==> src/shared/sxpa_consts.svh <==
// Constants for the six-bit port A block: offsets, fields, reset values, pin-config table
`ifndef SXPA_CONSTS_SVH
`define SXPA_CONSTS_SVH

// Register indices; byte address on APB is four times the index
`define SXPA_IDX_PIN_DATA 8'h05
`define SXPA_IDX_DIRECTION 8'h85
`define SXPA_IDX_ANALOG_CFG 8'h9F
`define SXPA_IDX_BIT_MODIFY 8'hA0

// Widths
`define SXPA_PORT_W 6
`define SXPA_PCFG_W 3
`define SXPA_IDX_W 8

// Reset values
`define SXPA_LATCH_RST 6'h00
`define SXPA_DIR_RST 6'h3F
`define SXPA_PCFG_RST 3'h0

// Special pin positions
`define SXPA_BIT_OPEN_DRAIN 4
`define SXPA_BIT_VREF 3
`define SXPA_BIT_SLAVE_SEL 5

// Field positions of the bit-modify register
`define SXPA_MOD_SET_LSB 0
`define SXPA_MOD_CLR_LSB 8

// Pin-config table: analog mask per code (bit 4 is never analog)
`define SXPA_AMASK_ALL 6'h2F
`define SXPA_AMASK_LOW4 6'h0F
`define SXPA_AMASK_LOW3 6'h0B
`define SXPA_AMASK_NONE 6'h00

`endif

==> src/shared/sxpa_pkg.sv <==
// Types and shared decode function for the six-bit port A block
package sxpa_pkg;
  `include "sxpa_consts.svh"

  // APB request carrier
  typedef struct packed {
    logic psel;
    logic penable;
    logic pwrite;
    logic [31:0] paddr;
    logic [31:0] pwdata;
  } sxpa_apb_req_t;

  // Decoded pin configuration
  typedef struct packed {
    logic [`SXPA_PORT_W-1:0] analog;
    logic vref_ext;
  } sxpa_pin_cfg_t;

  // Register selected by the current address
  typedef enum logic [2:0] {
    SXPA_SEL_NONE,
    SXPA_SEL_DATA,
    SXPA_SEL_DIR,
    SXPA_SEL_CFG,
    SXPA_SEL_MOD
  } sxpa_reg_sel_t;

  // Full state of the port block
  typedef struct packed {
    logic [`SXPA_PORT_W-1:0] latch;
    logic [`SXPA_PORT_W-1:0] dir;
    logic [`SXPA_PCFG_W-1:0] pcfg;
    logic [31:0] prdata;
  } sxpa_state_t;

  // Pin-config code to analog mask and reference select
  function automatic sxpa_pin_cfg_t sxpa_decode_cfg(input logic [`SXPA_PCFG_W-1:0] code,
                                                    input logic has_adc);
    sxpa_pin_cfg_t c;
    c.analog = `SXPA_AMASK_NONE;
    c.vref_ext = 1'b0;
    if (has_adc) begin
      unique case (code[2:1])
        2'h0: c.analog = `SXPA_AMASK_ALL;
        2'h1: c.analog = `SXPA_AMASK_LOW4;
        2'h2: c.analog = `SXPA_AMASK_LOW3;
        2'h3: c.analog = `SXPA_AMASK_NONE;
      endcase
      // Odd codes hand bit 3 to the reference unless all digital
      c.vref_ext = code[0] && (code[2:1] != 2'h3);
    end
    return c;
  endfunction
endpackage

==> src/rtl/sxpa_pin_cell.sv <==
// One port pin: driver control, open-drain option and digital read path
`timescale 1ns/100ps
module sxpa_pin_cell #(
  parameter bit OPEN_DRAIN = 1'b0
) (
  input wire logic pin_in,
  input wire logic latch_bit,
  input wire logic dir_bit,
  input wire logic analog_sel,
  input wire logic force_input,
  output logic pin_out,
  output logic pin_oe,
  output logic read_bit
);
  // Driver: direction bit 1 releases the pin, even in analog mode
  always_comb begin
    if (OPEN_DRAIN) begin
      // Only pulls low; a latched 1 releases the pin
      pin_out = 1'b0;
      pin_oe = !dir_bit && !latch_bit && !force_input;
    end else begin
      pin_out = latch_bit;
      pin_oe = !dir_bit && !force_input;
    end
  end

  // Read shows pin level; analog pins read as zero
  assign read_bit = analog_sel ? 1'b0 : pin_in;
endmodule

==> src/rtl/sxpa_apb_slave.sv <==
// APB address decode and handshake for the port A registers
`timescale 1ns/100ps
`include "sxpa_consts.svh"
module sxpa_apb_slave
  import sxpa_pkg::*;
(
  input sxpa_pkg::sxpa_apb_req_t req,
  output sxpa_pkg::sxpa_reg_sel_t sel,
  output logic setup_rd,
  output logic access_wr,
  output logic pready,
  output logic pslverr
);
  logic [`SXPA_IDX_W-1:0] idx; // Word index from byte address
  logic aligned; // Low bits zero, upper bits zero

  assign idx = req.paddr[`SXPA_IDX_W+1:2];
  assign aligned = (req.paddr[1:0] == 2'h0) && (req.paddr[31:`SXPA_IDX_W+2] == '0);

  // Address decode; misaligned or out-of-range is unmapped
  always_comb begin
    sel = SXPA_SEL_NONE;
    if (aligned) begin
      unique case (idx)
        `SXPA_IDX_PIN_DATA: sel = SXPA_SEL_DATA;
        `SXPA_IDX_DIRECTION: sel = SXPA_SEL_DIR;
        `SXPA_IDX_ANALOG_CFG: sel = SXPA_SEL_CFG;
        `SXPA_IDX_BIT_MODIFY: sel = SXPA_SEL_MOD;
        default: sel = SXPA_SEL_NONE;
      endcase
    end
  end

  // Read data is captured in setup, so access never waits
  assign setup_rd = req.psel && !req.penable && !req.pwrite;
  assign access_wr = req.psel && req.penable && req.pwrite;
  assign pready = req.psel && req.penable;
  assign pslverr = pready && (sel == SXPA_SEL_NONE);
endmodule

==> src/rtl/sxpa_port_a.sv <==
// Six-bit port A: data latch, direction, analog pin selection, APB registers
//
// The APB interface to the registers was left to the implementer.
`timescale 1ns/100ps
`include "sxpa_consts.svh"
module sxpa_port_a
  import sxpa_pkg::*;
#(
  parameter bit HAS_ADC = 1'b1
) (
  input wire logic pclk,
  input wire logic presetn,
  input wire logic psel,
  input wire logic penable,
  input wire logic pwrite,
  input wire logic [31:0] paddr,
  input wire logic [31:0] pwdata,
  output logic [31:0] prdata,
  output logic pready,
  output logic pslverr,
  input wire logic [`SXPA_PORT_W-1:0] pin_in,
  output logic [`SXPA_PORT_W-1:0] pin_out,
  output logic [`SXPA_PORT_W-1:0] pin_oe,
  output logic timer_zero_ext_clock,
  input wire logic ssp_slave_select_en,
  output logic ssp_slave_select,
  output logic [`SXPA_PORT_W-1:0] adc_analog_sel,
  output logic adc_vref_ext
);
  import sxpa_pkg::*;

  // Whole state of the block and its next value
  sxpa_state_t state_reg;
  sxpa_state_t state_next;

  // Bus request bundled for the slave
  sxpa_apb_req_t req;
  sxpa_reg_sel_t sel;
  logic setup_rd; // Setup-phase read: capture read data
  logic access_wr; // Access-phase write: commit

  // Decoded pin configuration
  sxpa_pin_cfg_t cfg;

  // Per-pin controls and results
  logic [`SXPA_PORT_W-1:0] force_input; // Peripheral owns the pin
  logic [`SXPA_PORT_W-1:0] pin_read; // Digital view of the pins

  // Bit-modify request fields
  logic [`SXPA_PORT_W-1:0] mod_set;
  logic [`SXPA_PORT_W-1:0] mod_clr;

  // Bundle the bus signals
  always_comb begin
    req.psel = psel;
    req.penable = penable;
    req.pwrite = pwrite;
    req.paddr = paddr;
    req.pwdata = pwdata;
  end

  // Address decode and handshake
  sxpa_apb_slave u_slave (
    .req(req),
    .sel(sel),
    .setup_rd(setup_rd),
    .access_wr(access_wr),
    .pready(pready),
    .pslverr(pslverr)
  );

  // Pin config to analog map; without a converter all pins stay digital
  assign cfg = sxpa_decode_cfg(state_reg.pcfg, HAS_ADC);

  // Analog-capable pins go to the converter as selected
  // Bits 0..2 and 5 are plain channels; bit 3 is a channel or the reference
  always_comb begin
    adc_analog_sel = cfg.analog;
    // Reference use takes bit 3 away from the channel list
    if (cfg.vref_ext) begin
      adc_analog_sel[`SXPA_BIT_VREF] = 1'b0;
    end
  end
  assign adc_vref_ext = cfg.vref_ext;

  // Enabled slave select holds bit 5 as input; other pins free
  always_comb begin
    force_input = '0;
    force_input[`SXPA_BIT_SLAVE_SEL] = ssp_slave_select_en;
  end

  // Pin cells; bit 4 is the open-drain one
  genvar g;
  generate
    for (g = 0; g < `SXPA_PORT_W; g++) begin : g_pin
      sxpa_pin_cell #(
        .OPEN_DRAIN(g == `SXPA_BIT_OPEN_DRAIN)
      ) u_cell (
        .pin_in(pin_in[g]),
        .latch_bit(state_reg.latch[g]),
        .dir_bit(state_reg.dir[g]),
        .analog_sel(cfg.analog[g]),
        .force_input(force_input[g]),
        .pin_out(pin_out[g]),
        .pin_oe(pin_oe[g]),
        .read_bit(pin_read[g])
      );
    end
  endgenerate

  // Bit 4 input goes straight to timer zero; hysteresis is in the pad
  assign timer_zero_ext_clock = pin_in[`SXPA_BIT_OPEN_DRAIN];

  // Slave select comes from the pin while the serial port owns it
  assign ssp_slave_select = ssp_slave_select_en ? pin_in[`SXPA_BIT_SLAVE_SEL] : 1'b1;

  // Set and clear masks of a bit-modify write
  assign mod_set = pwdata[`SXPA_MOD_SET_LSB +: `SXPA_PORT_W];
  assign mod_clr = pwdata[`SXPA_MOD_CLR_LSB +: `SXPA_PORT_W];

  // Next-state logic: register writes and read capture
  always_comb begin
    state_next = state_reg;

    // Read data captured at setup, shown during access
    if (setup_rd) begin
      state_next.prdata = '0; // Upper bits and unmapped read zero
      unique case (sel)
        SXPA_SEL_DATA: begin
          // Pin levels, not the latch
          state_next.prdata[`SXPA_PORT_W-1:0] = pin_read;
        end
        SXPA_SEL_DIR: begin
          state_next.prdata[`SXPA_PORT_W-1:0] = state_reg.dir;
        end
        SXPA_SEL_CFG: begin
          // Absent register reads zero on a no-converter part
          if (HAS_ADC) begin
            state_next.prdata[`SXPA_PCFG_W-1:0] = state_reg.pcfg;
          end
        end
        SXPA_SEL_MOD: begin
          // Write-only action register reads zero
          state_next.prdata = '0;
        end
        SXPA_SEL_NONE: begin
          state_next.prdata = '0;
        end
      endcase
    end

    // Writes commit at the access edge only
    if (access_wr) begin
      unique case (sel)
        SXPA_SEL_DATA: begin
          // Whole-byte write into the six-bit latch; bits 7..6 dropped
          state_next.latch = pwdata[`SXPA_PORT_W-1:0];
        end
        SXPA_SEL_DIR: begin
          // Direction takes effect even on analog pins
          state_next.dir = pwdata[`SXPA_PORT_W-1:0];
        end
        SXPA_SEL_CFG: begin
          // Ignored when the converter is not built
          if (HAS_ADC) begin
            state_next.pcfg = pwdata[`SXPA_PCFG_W-1:0];
          end
        end
        SXPA_SEL_MOD: begin
          // Sample pins, modify, store to latch; a pin held low by
          // outside load can thus clear an output bit
          state_next.latch = (pin_read & ~mod_clr) | mod_set;
        end
        SXPA_SEL_NONE: begin
          // Unmapped write has no effect
          state_next.latch = state_reg.latch;
        end
      endcase
    end
  end

  // State register; reset makes every pin an input and every pin but bit 4 analog
  always_ff @(posedge pclk or negedge presetn) begin
    if (!presetn) begin
      state_reg.latch <= `SXPA_LATCH_RST;
      state_reg.dir <= `SXPA_DIR_RST;
      state_reg.pcfg <= `SXPA_PCFG_RST;
      state_reg.prdata <= '0;
    end else begin
      state_reg <= state_next;
    end
  end

  // Read data out of the register
  assign prdata = state_reg.prdata;
endmodule

==> config.mk <==
export PLATFORM = sky130hd
export DESIGN_NAME = sxpa_port_a
export DESIGN_NICKNAME = d
export VERILOG_FILES = /design/src/shared/sxpa_pkg.sv /design/src/rtl/sxpa_pin_cell.sv /design/src/rtl/sxpa_apb_slave.sv /design/src/rtl/sxpa_port_a.sv
export VERILOG_INCLUDE_DIRS = /design/src /design/src/shared
export SDC_FILE = /design/constraint.sdc
export NUM_CORES = 1
export LEC_CHECK = 0
export ABC_CLOCK_PERIOD_IN_PS = 1700
export BUFFER_PORTS_ARGS = -buffer_cell sky130_fd_sc_hd__buf_2
export CAP_MARGIN = 20
export CORE_MARGIN = 4
export CORE_UTILIZATION = 41
export CTS_BUF_LIST = sky130_fd_sc_hd__clkbuf_2
export CTS_CLUSTER_SIZE = 30
export DETAILED_ROUTE_END_ITERATION = 10
export GPL_ROUTABILITY_DRIVEN = 0
export PLACE_DENSITY_LB_ADDON = 0.05
export SETUP_SLACK_MARGIN = 0.1
export SYNTH_ARGS = -nofsm -noshare
export SYNTH_HDL_FRONTEND = slang
export SYNTH_SLANG_ARGS = --single-unit
==> constraint.sdc <==
create_clock -name pclk -period 1.7 [get_ports pclk]
set_input_delay 0 -clock pclk [delete_from_list [all_inputs] [get_ports pclk]]
set_output_delay 0 -clock pclk [all_outputs]
set_load 0.01 [all_outputs]
==> run_results.csv, run 1 <==
group,metric,value,unit
status,status,"finished, final reports clean",
worst_setup_path,crit_required,1960,ps
power_and_ir_drop,swShare,0.2760,
power_and_ir_drop,p_total,895.0,uW
timing,finalCritPeriodShare,0.8442,
floorplan,rows,22,
global_route,grt_max_degree,22,
final_layout,ff_latch_area,533.0,um^2
route,route.detailed.drc,0,
route,avgRoutedWirePerCell,12.90,um
final_layout,syn_to_final_growth,21.46,%
synth,postSynthAreaPerCell,9.185,um^2
worst_setup_path,rr_worst_depth,3,
power_and_ir_drop,switching_power,247.0,uW
worst_setup_path,cp.buffers_inverters,2,
global_route,antenna_found_initial,0,
worst_setup_path,timing.rr.end,"state_reg[44]",
worst_setup_path,endpoint_kind,"flip-flop",
floorplan,start_util,0.4360,
timing,setup_viol,0,
final_layout,multiInputGateArea,770.7,um^2
cts,clock_path_buffers,2,
power_and_ir_drop,clockPowerShare,0.239,
flow_run,max_cap_viol_count,0,
timing,clock_skew,5.984,ps
worst_setup_path,cpPeakStageDelay,560,ps
floorplan,die_area,5087,um^2
power_and_ir_drop,p_comb_frac,0.202,
place,io_buffers,82,
hold_path,holdPathEnd,"state_reg[46]",
power_and_ir_drop,vdd_drop_max,0.3231,mV
synth,ys_seq_area_frac,0.3242,
cts,clk_latency,320,ps
power_and_ir_drop,p_leak,1.068,nW
cts,cts.sinks,21,
floorplan,ios,131,
worst_setup_path,r2r_slack,400,ps
power_and_ir_drop,pwr-share-seq,0.560,
worst_setup_path,worstPathArrival,1690,ps
timing,rsz0062_at_grt,"no",
final_layout,drive_above_1_share,0.4745,
global_route,grt_pass1_vias,1402,
final_layout,largest_reg_flops,15,
worst_setup_path,worstSetupPathType,"input pin to flip-flop",
final_layout,final_nets,332,
timing,finalHoldViolCount,0,
power_and_ir_drop,power.internal,648.0,uW
route,final_antenna_net_count,0,
route,vias,1407,
route,viasPerCell,4.644,
route,drt-initial-drc-count,35,
worst_setup_path,crit_slowest_cell,"dlygate4sd3_1",
worst_setup_path,cp-start-kind,"input pin",
synth,synth_area,1644,um^2
synth,synth_cell_types,36,
floorplan,coreArea,3771,um^2
hold_path,worstHoldStart,"pwdata[13]",
cts,htreeDepth,1,
cts,cts_inserted_buffers,3,
worst_setup_path,regToRegStartpoint,"state_reg[33]",
final_layout,num-fill-cells,381,
timing,max_freq,696.8,MHz
timing,tns,0,ps
route,wirelength,3910,um
global_route,track_usage,0.1560,
final_layout,diodes,0,
synth,yosys_warnings,0,
cts,cts_tree,"built",
hold_path,hold_class,"input pin to flip-flop",
route,drt_first_pass_iters,4,
synth,syn_inst,179,
cts,clk_pin_slew_worst_paths,190,ps
worst_setup_path,crit_chain,"buf_2 > nor4_1 > and2_1 > a31oi_1 > dlygate4sd3_1 > mux2i_1",
final_layout,final_util,0.5295,
global_route,grt_pass1_wl,6451,um
global_route,grt_overflow,0,
floorplan,fp.dieW,71.33,um
worst_setup_path,cp-startpoint,"paddr[3]",
place,dpl.hpwl,3189,um
synth,synth_seq_cells,21,
worst_setup_path,crit_family,"simple AND/OR/NAND/NOR gates",
cts,post_cts_buffers,0,
cts,root_buffer,"clkbuf_2",
timing,layout_min_cycle_time,1435,ps
worst_setup_path,path_max_fanout,7,
floorplan,die_h,71.33,um
power_and_ir_drop,p_per_area,448.2,nW/um^2
hold_path,hold_depth,4,
timing,drv_slew,0,
worst reg2reg max path, cell delays in order (launching register included):
cell and delay [ps]:
dfrtp_1 460, and2_2 250, a41o_1 240, mux2_2 260
cell usage in the layout (no fill, tap or decap), drive strengths merged, types with 6 or more instances in the layout:
master and instances:
dfstp 6, mux2 13, buf 90, nand2 9, inv 14, nor4 8, nor2 7, dlygate4sd3 9
dfrtp 15, conb 28
final cells by class:
type / count / area share
Timing Repair Buffer: 99 / 0.2807
Multi-Input combinational cell: 117 / 0.3860
Inverter: 14 / 0.02632
Sequential cell: 21 / 0.2669
Tap cell: 48 / 0.03008
Clock buffer: 4 / 0.01003
per-layer routing:
| metal | vias up | global-route usage | part of all wire |
|---|---|---|---|
| met2 | 56 | 0.2694 | 0.50 |
| met3 | 4 | 0.03787 | 0.079 |
| met4 | 0 | 0.02505 | 0.0038 |
| li1 | 699 | - | - |
| met5 | - | 0 | 0 |
| met1 | 648 | 0.2005 | 0.42 |
cells in the mapped netlist, drive strengths merged:
master,count,area (um^2)
buf,51,379.1
or2,1,6.260
a21o,2,15.01
dfrtp,15,375.4
o21a,2,15.01
a31oi,1,6.260
mux2,13,146.4
or3b,2,17.52
o31ai,3,22.52
o211ai,1,7.510
conb,1,3.750
nor2,7,26.28
a32o,1,10.01
nand2b,3,18.77
and4,1,8.760
nor3,3,25.02
nor4,8,65.06
nand3,2,10.01
inv,14,52.55
a41o,4,40.04
and3,2,12.51
and4bb,1,12.51
nand2,9,33.78
and2,4,25.02
dfstp,6,157.7
clkbuf,3,11.26
nor4bb,2,20.02
a22o,2,17.52
o21ai,4,20.02
mux2i,3,30.03
nand4,1,6.260
o41ai,3,26.28
a21oi,4,20.02
worst max path at each step:
stage	to	slack, ps	cells past startpoint
6_report	state_reg[45]	260	6
5_1_grt	adc_vref_ext	170	4
4_1_cts	adc_vref_ext	180	4
3_5_place_dp	state_reg[36]	100	7
3_3_place_gp	state_reg[39]	100	7
2_1_floorplan	state_reg[41]	280	4
power by group through the flow:
| stage | combinational [mW] | sequential, mW | clock [mW] |
|---|---|---|---|
| after floorplan | 0.119 | 0.509 | 0 |
| after global placement | 0.164 | 0.509 | 0 |
| after detailed placement | 0.164 | 0.509 | 0 |
| after CTS | 0.180 | 0.501 | 0.224 |
| after global routing | 0.203 | 0.501 | 0.247 |
| final | 0.180 | 0.501 | 0.214 |
what timing repair did:
item,CTS,global route
resized for setup,0,1
hold buffers,9,0
endpoints found under the setup margin,0,1
hold endpoints to repair,35,0
cell families after synthesis:
group / count (synthesis) / synth area share
flip-flops: 21 / 0.3242
multiplexers: 16 / 0.1073
buffers and inverters: 68 / 0.2694
other: 1 / 0.002281
AO/OA/AOI/OAI: 27 / 0.1218
AND/OR/NAND/NOR: 46 / 0.1750
metrics by stage:
step	hold WS, ps	cell area [um^2]	cells	setup slack [ps]
final	23.44	1997	303	264.8
after global routing	17.27	1997	303	173.2
after CTS	6.021	1996	303	182.1
after detailed placement	-12.78	1886	290	101.1
after global placement	-14.06	1886	290	97.47
after floorplan	-295.6	1745	206	280.2
No activity file was read; power rests on OpenSTA's default activity.
==> inputs of run 2 (changes only) <==
- ABC_CLOCK_PERIOD_IN_PS: 1700 -> 1400
- clock period: 1.7 -> 1.4 ns (I/O delays scaled with it)
==> run_results.csv, run 2 (synthesis results as in run 1) <==
group,metric,value,unit
floorplan,start_util,0.4360,
worst_setup_path,cp-start-kind,"input pin",
floorplan,ios,131,
cts,root_buffer,"clkbuf_2",
final_layout,layout_common_cells,"buf_2, conb_1, buf_4",
worst_setup_path,cpPeakStageDelay,260,ps
final_layout,layout.cells.most_common,"buf_2",
hold_path,hold_class,"input pin to flip-flop",
worst_setup_path,cpMostUsedCell,"buf_2",
final_layout,postLayoutCellArea,2157,um^2
cts,clk_pin_slew_worst_paths,210,ps
worst_setup_path,crit_chain,"buf_2 > nor4_4 > nand4_1 > buf_4 > or2_4 > o21a_1 > buf_2",
power_and_ir_drop,p_per_area,520.0,nW/um^2
final_layout,diodes,0,
place,io_buffers,82,
worst_setup_path,rr_worst_depth,3,
floorplan,die_h,71.33,um
power_and_ir_drop,p_leak,1.142,nW
route,avgRoutedWirePerCell,14.14,um
worst_setup_path,endpoint_kind,"output pin",
floorplan,coreArea,3771,um^2
worst_setup_path,crit_slowest_cell,"nor4_4",
flow_run,max_cap_viol_count,0,
route,vias,1483,
global_route,grt_overflow,0,
global_route,met1_usage,0.1887,
worst_setup_path,cp-startpoint,"paddr[19]",
floorplan,fp.dieW,71.33,um
timing,drv_slew,0,
timing,clock_skew,4.881,ps
cts,cts_inserted_buffers,3,
global_route,track_usage,0.1635,
worst_setup_path,worstSetupPathType,"input pin to output pin",
place,dpl.hpwl,3647,um
worst_setup_path,cp.buffers_inverters,3,
global_route,grt_pass1_wl,6796,um
cts,clk_latency,310,ps
worst_setup_path,regToRegStartpoint,"state_reg[33]",
place,placedInstanceArea,2009,um^2
final_layout,largest_reg_flops,15,
timing,tns,0,ps
cts,cts_tree,"built",
final_layout,syn_to_final_growth,31.20,%
hold_path,holdPathEnd,"state_reg[46]",
cts,cts.sinks,21,
worst_setup_path,crit_required,1400,ps
global_route,met2_usage,0.3061,
hold_path,worstHoldStart,"pwdata[13]",
route,final_antenna_net_count,0,
global_route,grt_max_degree,22,
global_route,top_usage_layer,"met2",
worst_setup_path,r2r_slack,190,ps
timing,finalCritPeriodShare,0.8992,
timing,setup_viol,0,
timing,rsz0062_at_grt,"yes",
worst_setup_path,path_max_fanout,5,
worst_setup_path,worstPathArrival,1260,ps
floorplan,rows,22,
route,route.detailed.drc,0,
global_route,antenna_found_initial,0,
final_layout,final_nets,339,
global_route,grt_pass1_vias,1468,
floorplan,die_area,5087,um^2
global_route,use_met3,0.03366,
route,viasPerCell,4.784,
timing,layout_min_cycle_time,1259,ps
route,drt-initial-drc-count,30,
cts,htreeDepth,1,
route,drt_first_pass_iters,4,
power_and_ir_drop,vdd_drop_max,0.3251,mV
timing,max_freq,794.4,MHz
status,status,"finished, final reports clean",
worst_setup_path,timing.rr.end,"state_reg[41]",
final_layout,drive_above_1_share,0.5382,
route,wirelength,4384,um
cts,clock_path_buffers,2,
timing,finalHoldViolCount,0,
hold_path,hold_depth,4,
final_layout,num-fill-cells,352,
worst_setup_path,crit_family,"simple AND/OR/NAND/NOR gates",
run 2: worst max-delay path by stage:
stage	to	slack (ps)	cells past startpoint
after CTS	pslverr	120	6
after global placement	state_reg[41]	-150	5
after floorplan	state_reg[41]	30	4
final	pslverr	140	7
after global routing	adc_vref_ext	90	4
after detailed placement	state_reg[44]	-200	5
run 2: cell type report:
type                    instances  area [um^2]  area share
repair buffers                106        616.8      0.2860
clock buffers                   4        20.02    0.009281
well taps                      48        60.06     0.02784
multi-input cells             117        874.6      0.4055
inverters                      14        52.55     0.02436
flip-flops and latches         21        533.0      0.2471
run 2: per-layer routing:
| metal | vias to the layer above | part of all wire |
|---|---|---|
| li1 | 710 | - |
| met1 | 688 | 0.38 |
| met2 | 81 | 0.50 |
| met3 | 4 | 0.11 |
| met4 | 0 | 0.0078 |
| met5 | - | 0 |
run 2: timing repair:
action	4_1_cts	5_1_grt
endpoints found under the hold margin	32	0
buffers inserted	0	1
gates resized for setup	2	9
pin swaps	0	3
hold buffers	8	0
setup endpoints to repair	1	14
run 2: report_power, final:
part | total [mW] | switching (mW) | internal, mW
Clock | 0.264 | 0.188 | 0.0756
Combinational | 0.249 | 0.135 | 0.114
Sequential | 0.609 | 0.000000000699 | 0.609
run 2: worst register-to-register path, cell delays in order (launching register included):
cell	delay [ps]
dfrtp_1	430
and2_4	200
a41o_1	250
mux2_2	260
run 2: metrics by stage:
step           utilization  setup slack (ps)  power [mW]  hold WS [ps]  instances
2_1_floorplan            -             33.23      0.7667        -295.6        206
4_1_cts             0.5601             115.2       1.120         14.19        309
5_1_grt             0.5720             89.43       1.172         46.29        310
3_5_place_dp        0.5328            -200.9      0.8456        -6.677        297
3_3_place_gp        0.5328            -148.2      0.8430        -19.64        297
6_report            0.5720             141.2       1.122         8.835        310
==> inputs of run 3 (changes only) <==
- ABC_AREA: not set -> 1
- ABC_CLOCK_PERIOD_IN_PS: 1400 -> 1500
- CORE_UTILIZATION: 41 -> 46
- clock period: 1.4 -> 1.5 ns (I/O delays scaled with it)
==> run_results.csv, run 3 <==
group,metric,value,unit
place,placedInstanceArea,2063,um^2
route,final_antenna_net_count,0,
final_layout,layout_common_cells,"buf_2, nand2_1, nor2_1",
final_layout,num-fill-cells,407,
cts,cts_inserted_buffers,3,
worst_setup_path,cpMostUsedCell,"nand2_1",
worst_setup_path,worstSetupPathType,"flip-flop to flip-flop",
synth,synth_area_leaders,"buf_4, dfrtp_1, nand2_1",
synth,syn_inst,260,
floorplan,start_util,0.4890,
global_route,track_usage,0.1756,
global_route,grt_pass1_vias,1651,
worst_setup_path,cpPeakStageDelay,480,ps
cts,clk_latency,320,ps
worst_setup_path,cp.depth,6,
synth,synth_cell_types,25,
cts,post_cts_buffers,0,
synth,synth_area,1831,um^2
global_route,antenna_found_initial,0,
synth,synth_top_area_share,0.2133,
cts,cts_tree,"built",
timing,clock_skew,1.410,ps
floorplan,fp.dieW,71.08,um
route,route.detailed.drc,0,
cts,root_buffer,"clkbuf_2",
synth,yosysTopAreaCell,"buf_4",
cts,cts.sinks,21,
worst_setup_path,rr_worst_depth,6,
worst_setup_path,crit_slowest_cell,"dfrtp_2",
final_layout,layout.cells.most_common,"buf_2",
place,io_buffers,82,
route,avgRoutedWirePerCell,11.57,um
route,drt_first_pass_iters,4,
worst_setup_path,endpoint_kind,"flip-flop",
floorplan,coreArea,3744,um^2
final_layout,diodes,0,
synth,synthArstFlopShare,1.000,
cts,clk_pin_slew_worst_paths,190,ps
synth,synth_top_flop_cell,"dfrtp_1",
timing,holdWs,45.87,ps
worst_setup_path,cp-start-kind,"flip-flop",
worst_setup_path,cp.buffers_inverters,1,
synth,postSynthAreaPerCell,7.040,um^2
cts,htreeDepth,1,
power_and_ir_drop,p_per_area,473.2,nW/um^2
status,status,"finished, final reports clean",
floorplan,rows,22,
hold_path,hold_class,"input pin to flip-flop",
worst_setup_path,path_max_fanout,5,
timing,setup_viol,0,
final_layout,final_util,0.5755,
cts,clock_path_buffers,2,
synth,yosys_warnings,0,
worst_setup_path,crit_required,1730,ps
synth,synth.most_common_cell,"nand2_1",
timing,drv_slew,0,
flow_run,max_cap_viol_count,0,
global_route,grt_overflow,0,
floorplan,ios,131,
route,vias,1731,
timing,max_freq,773.5,MHz
timing,finalHoldViolCount,0,
final_layout,syn_to_final_growth,17.70,%
global_route,grt_pass1_wl,7107,um
final_layout,postLayoutCellArea,2155,um^2
route,drt-initial-drc-count,62,
timing,finalCritPeriodShare,0.8619,
synth,synth_seq_cells,21,
route,wirelength,4433,um
timing,setup_ws,207.1,ps
worst_setup_path,crit_family,"flip-flops",
worst_setup_path,crit_chain,"nand2_1 > inv_1 > nand2_1 > nor2_1 > a31oi_1 > o21ai_2",
place,pre_cts_slack,120.0,ps
timing,tns,0,ps
floorplan,die_area,5052,um^2
floorplan,die_h,71.08,um
place,dpl.hpwl,3629,um
final_layout,largest_reg_flops,15,
final_layout,final_nets,412,
synth,ys_seq_area_frac,0.2912,
worst_setup_path,worstPathArrival,1530,ps
power_and_ir_drop,vdd_drop_max,0.2116,mV
route,viasPerCell,4.520,
power_and_ir_drop,p_leak,1.190,nW
hold_path,hold_depth,5,
synth,synth_edf_count,0,
synth,synth_common_cells,"nand2_1, buf_4, nor2_1, inv_1, dfrtp_1",
timing,layout_min_cycle_time,1293,ps
global_route,grt_max_degree,22,
timing,rsz0062_at_grt,"no",
final_layout,drive_above_1_share,0.3761,
[run 3: logic make-up (layout without fill, tap and decap cells)]
kind of cell	count (synthesis)	after routing	synth area share
buffers and inverters	79	127	0.2734
AOI/OAI and AO/OA	24	24	0.08818
and+or+nand+nor	135	135	0.3452
DFF	21	21	0.2912
other	1	28	0.002049
[run 3: layout make-up]
cell class              instances  area (um^2)  area share
multi-input cells             187        898.4      0.4170
repair buffers                 98        548.0      0.2544
flip-flops and latches         21        534.3      0.2480
inverters                      25        93.84     0.04355
well taps                      48        60.06     0.02787
clock buffers                   4        20.02    0.009292
[run 3: worst reg2reg max path, stage by stage, from the launching register on]
cell and delay, ps:
dfrtp_2 480, nand2_1 120, inv_1 110, nand2_1 130, nor2_1 50, a31oi_1 240, o21ai_2 90
[run 3: where the power goes]
part	internal (mW)	total, mW	switching (mW)	leakage [nW]
Combinational	0.0885	0.210	0.122	0.903
Sequential	0.568	0.568	0.00000000136	0.270
Clock	0.0706	0.242	0.171	0.0166
[run 3: timing repair]
action | CTS | global route
endpoints found under the hold margin | 36 | 0
hold buffers | 7 | 0
endpoints found under the setup margin | 0 | 2
gates resized for setup | 0 | 1
[run 3: per-stage QoR]
stage | power, mW | instances
floorplan | 0.7223 | 287
global placement | 0.7708 | 372
detailed placement | 0.7716 | 372
CTS | 1.027 | 383
global route | 1.083 | 383
finish | 1.020 | 383
[run 3: path summary, 6_finish.rpt]
kind | startpoint | to | slack (ps)
max | state_reg[34] | state_reg[41] | 210
min | pin_in[4] | prdata[4] | 50
max reg2reg | state_reg[34] | state_reg[41] | 210
min reg2reg | state_reg[39] | state_reg[39] | 500
max in group asynchronous | presetn | state_reg[39] | 1000
min in group asynchronous | presetn | state_reg[32] | 150
[run 3: per-layer routing]
| layer | part of all wire | track usage |
|---|---|---|
| met1 | 0.44 | 0.2277 |
| met2 | 0.48 | 0.2966 |
| met3 | 0.068 | 0.02415 |
| met4 | 0.016 | 0.06472 |
| met5 | 0 | 0 |
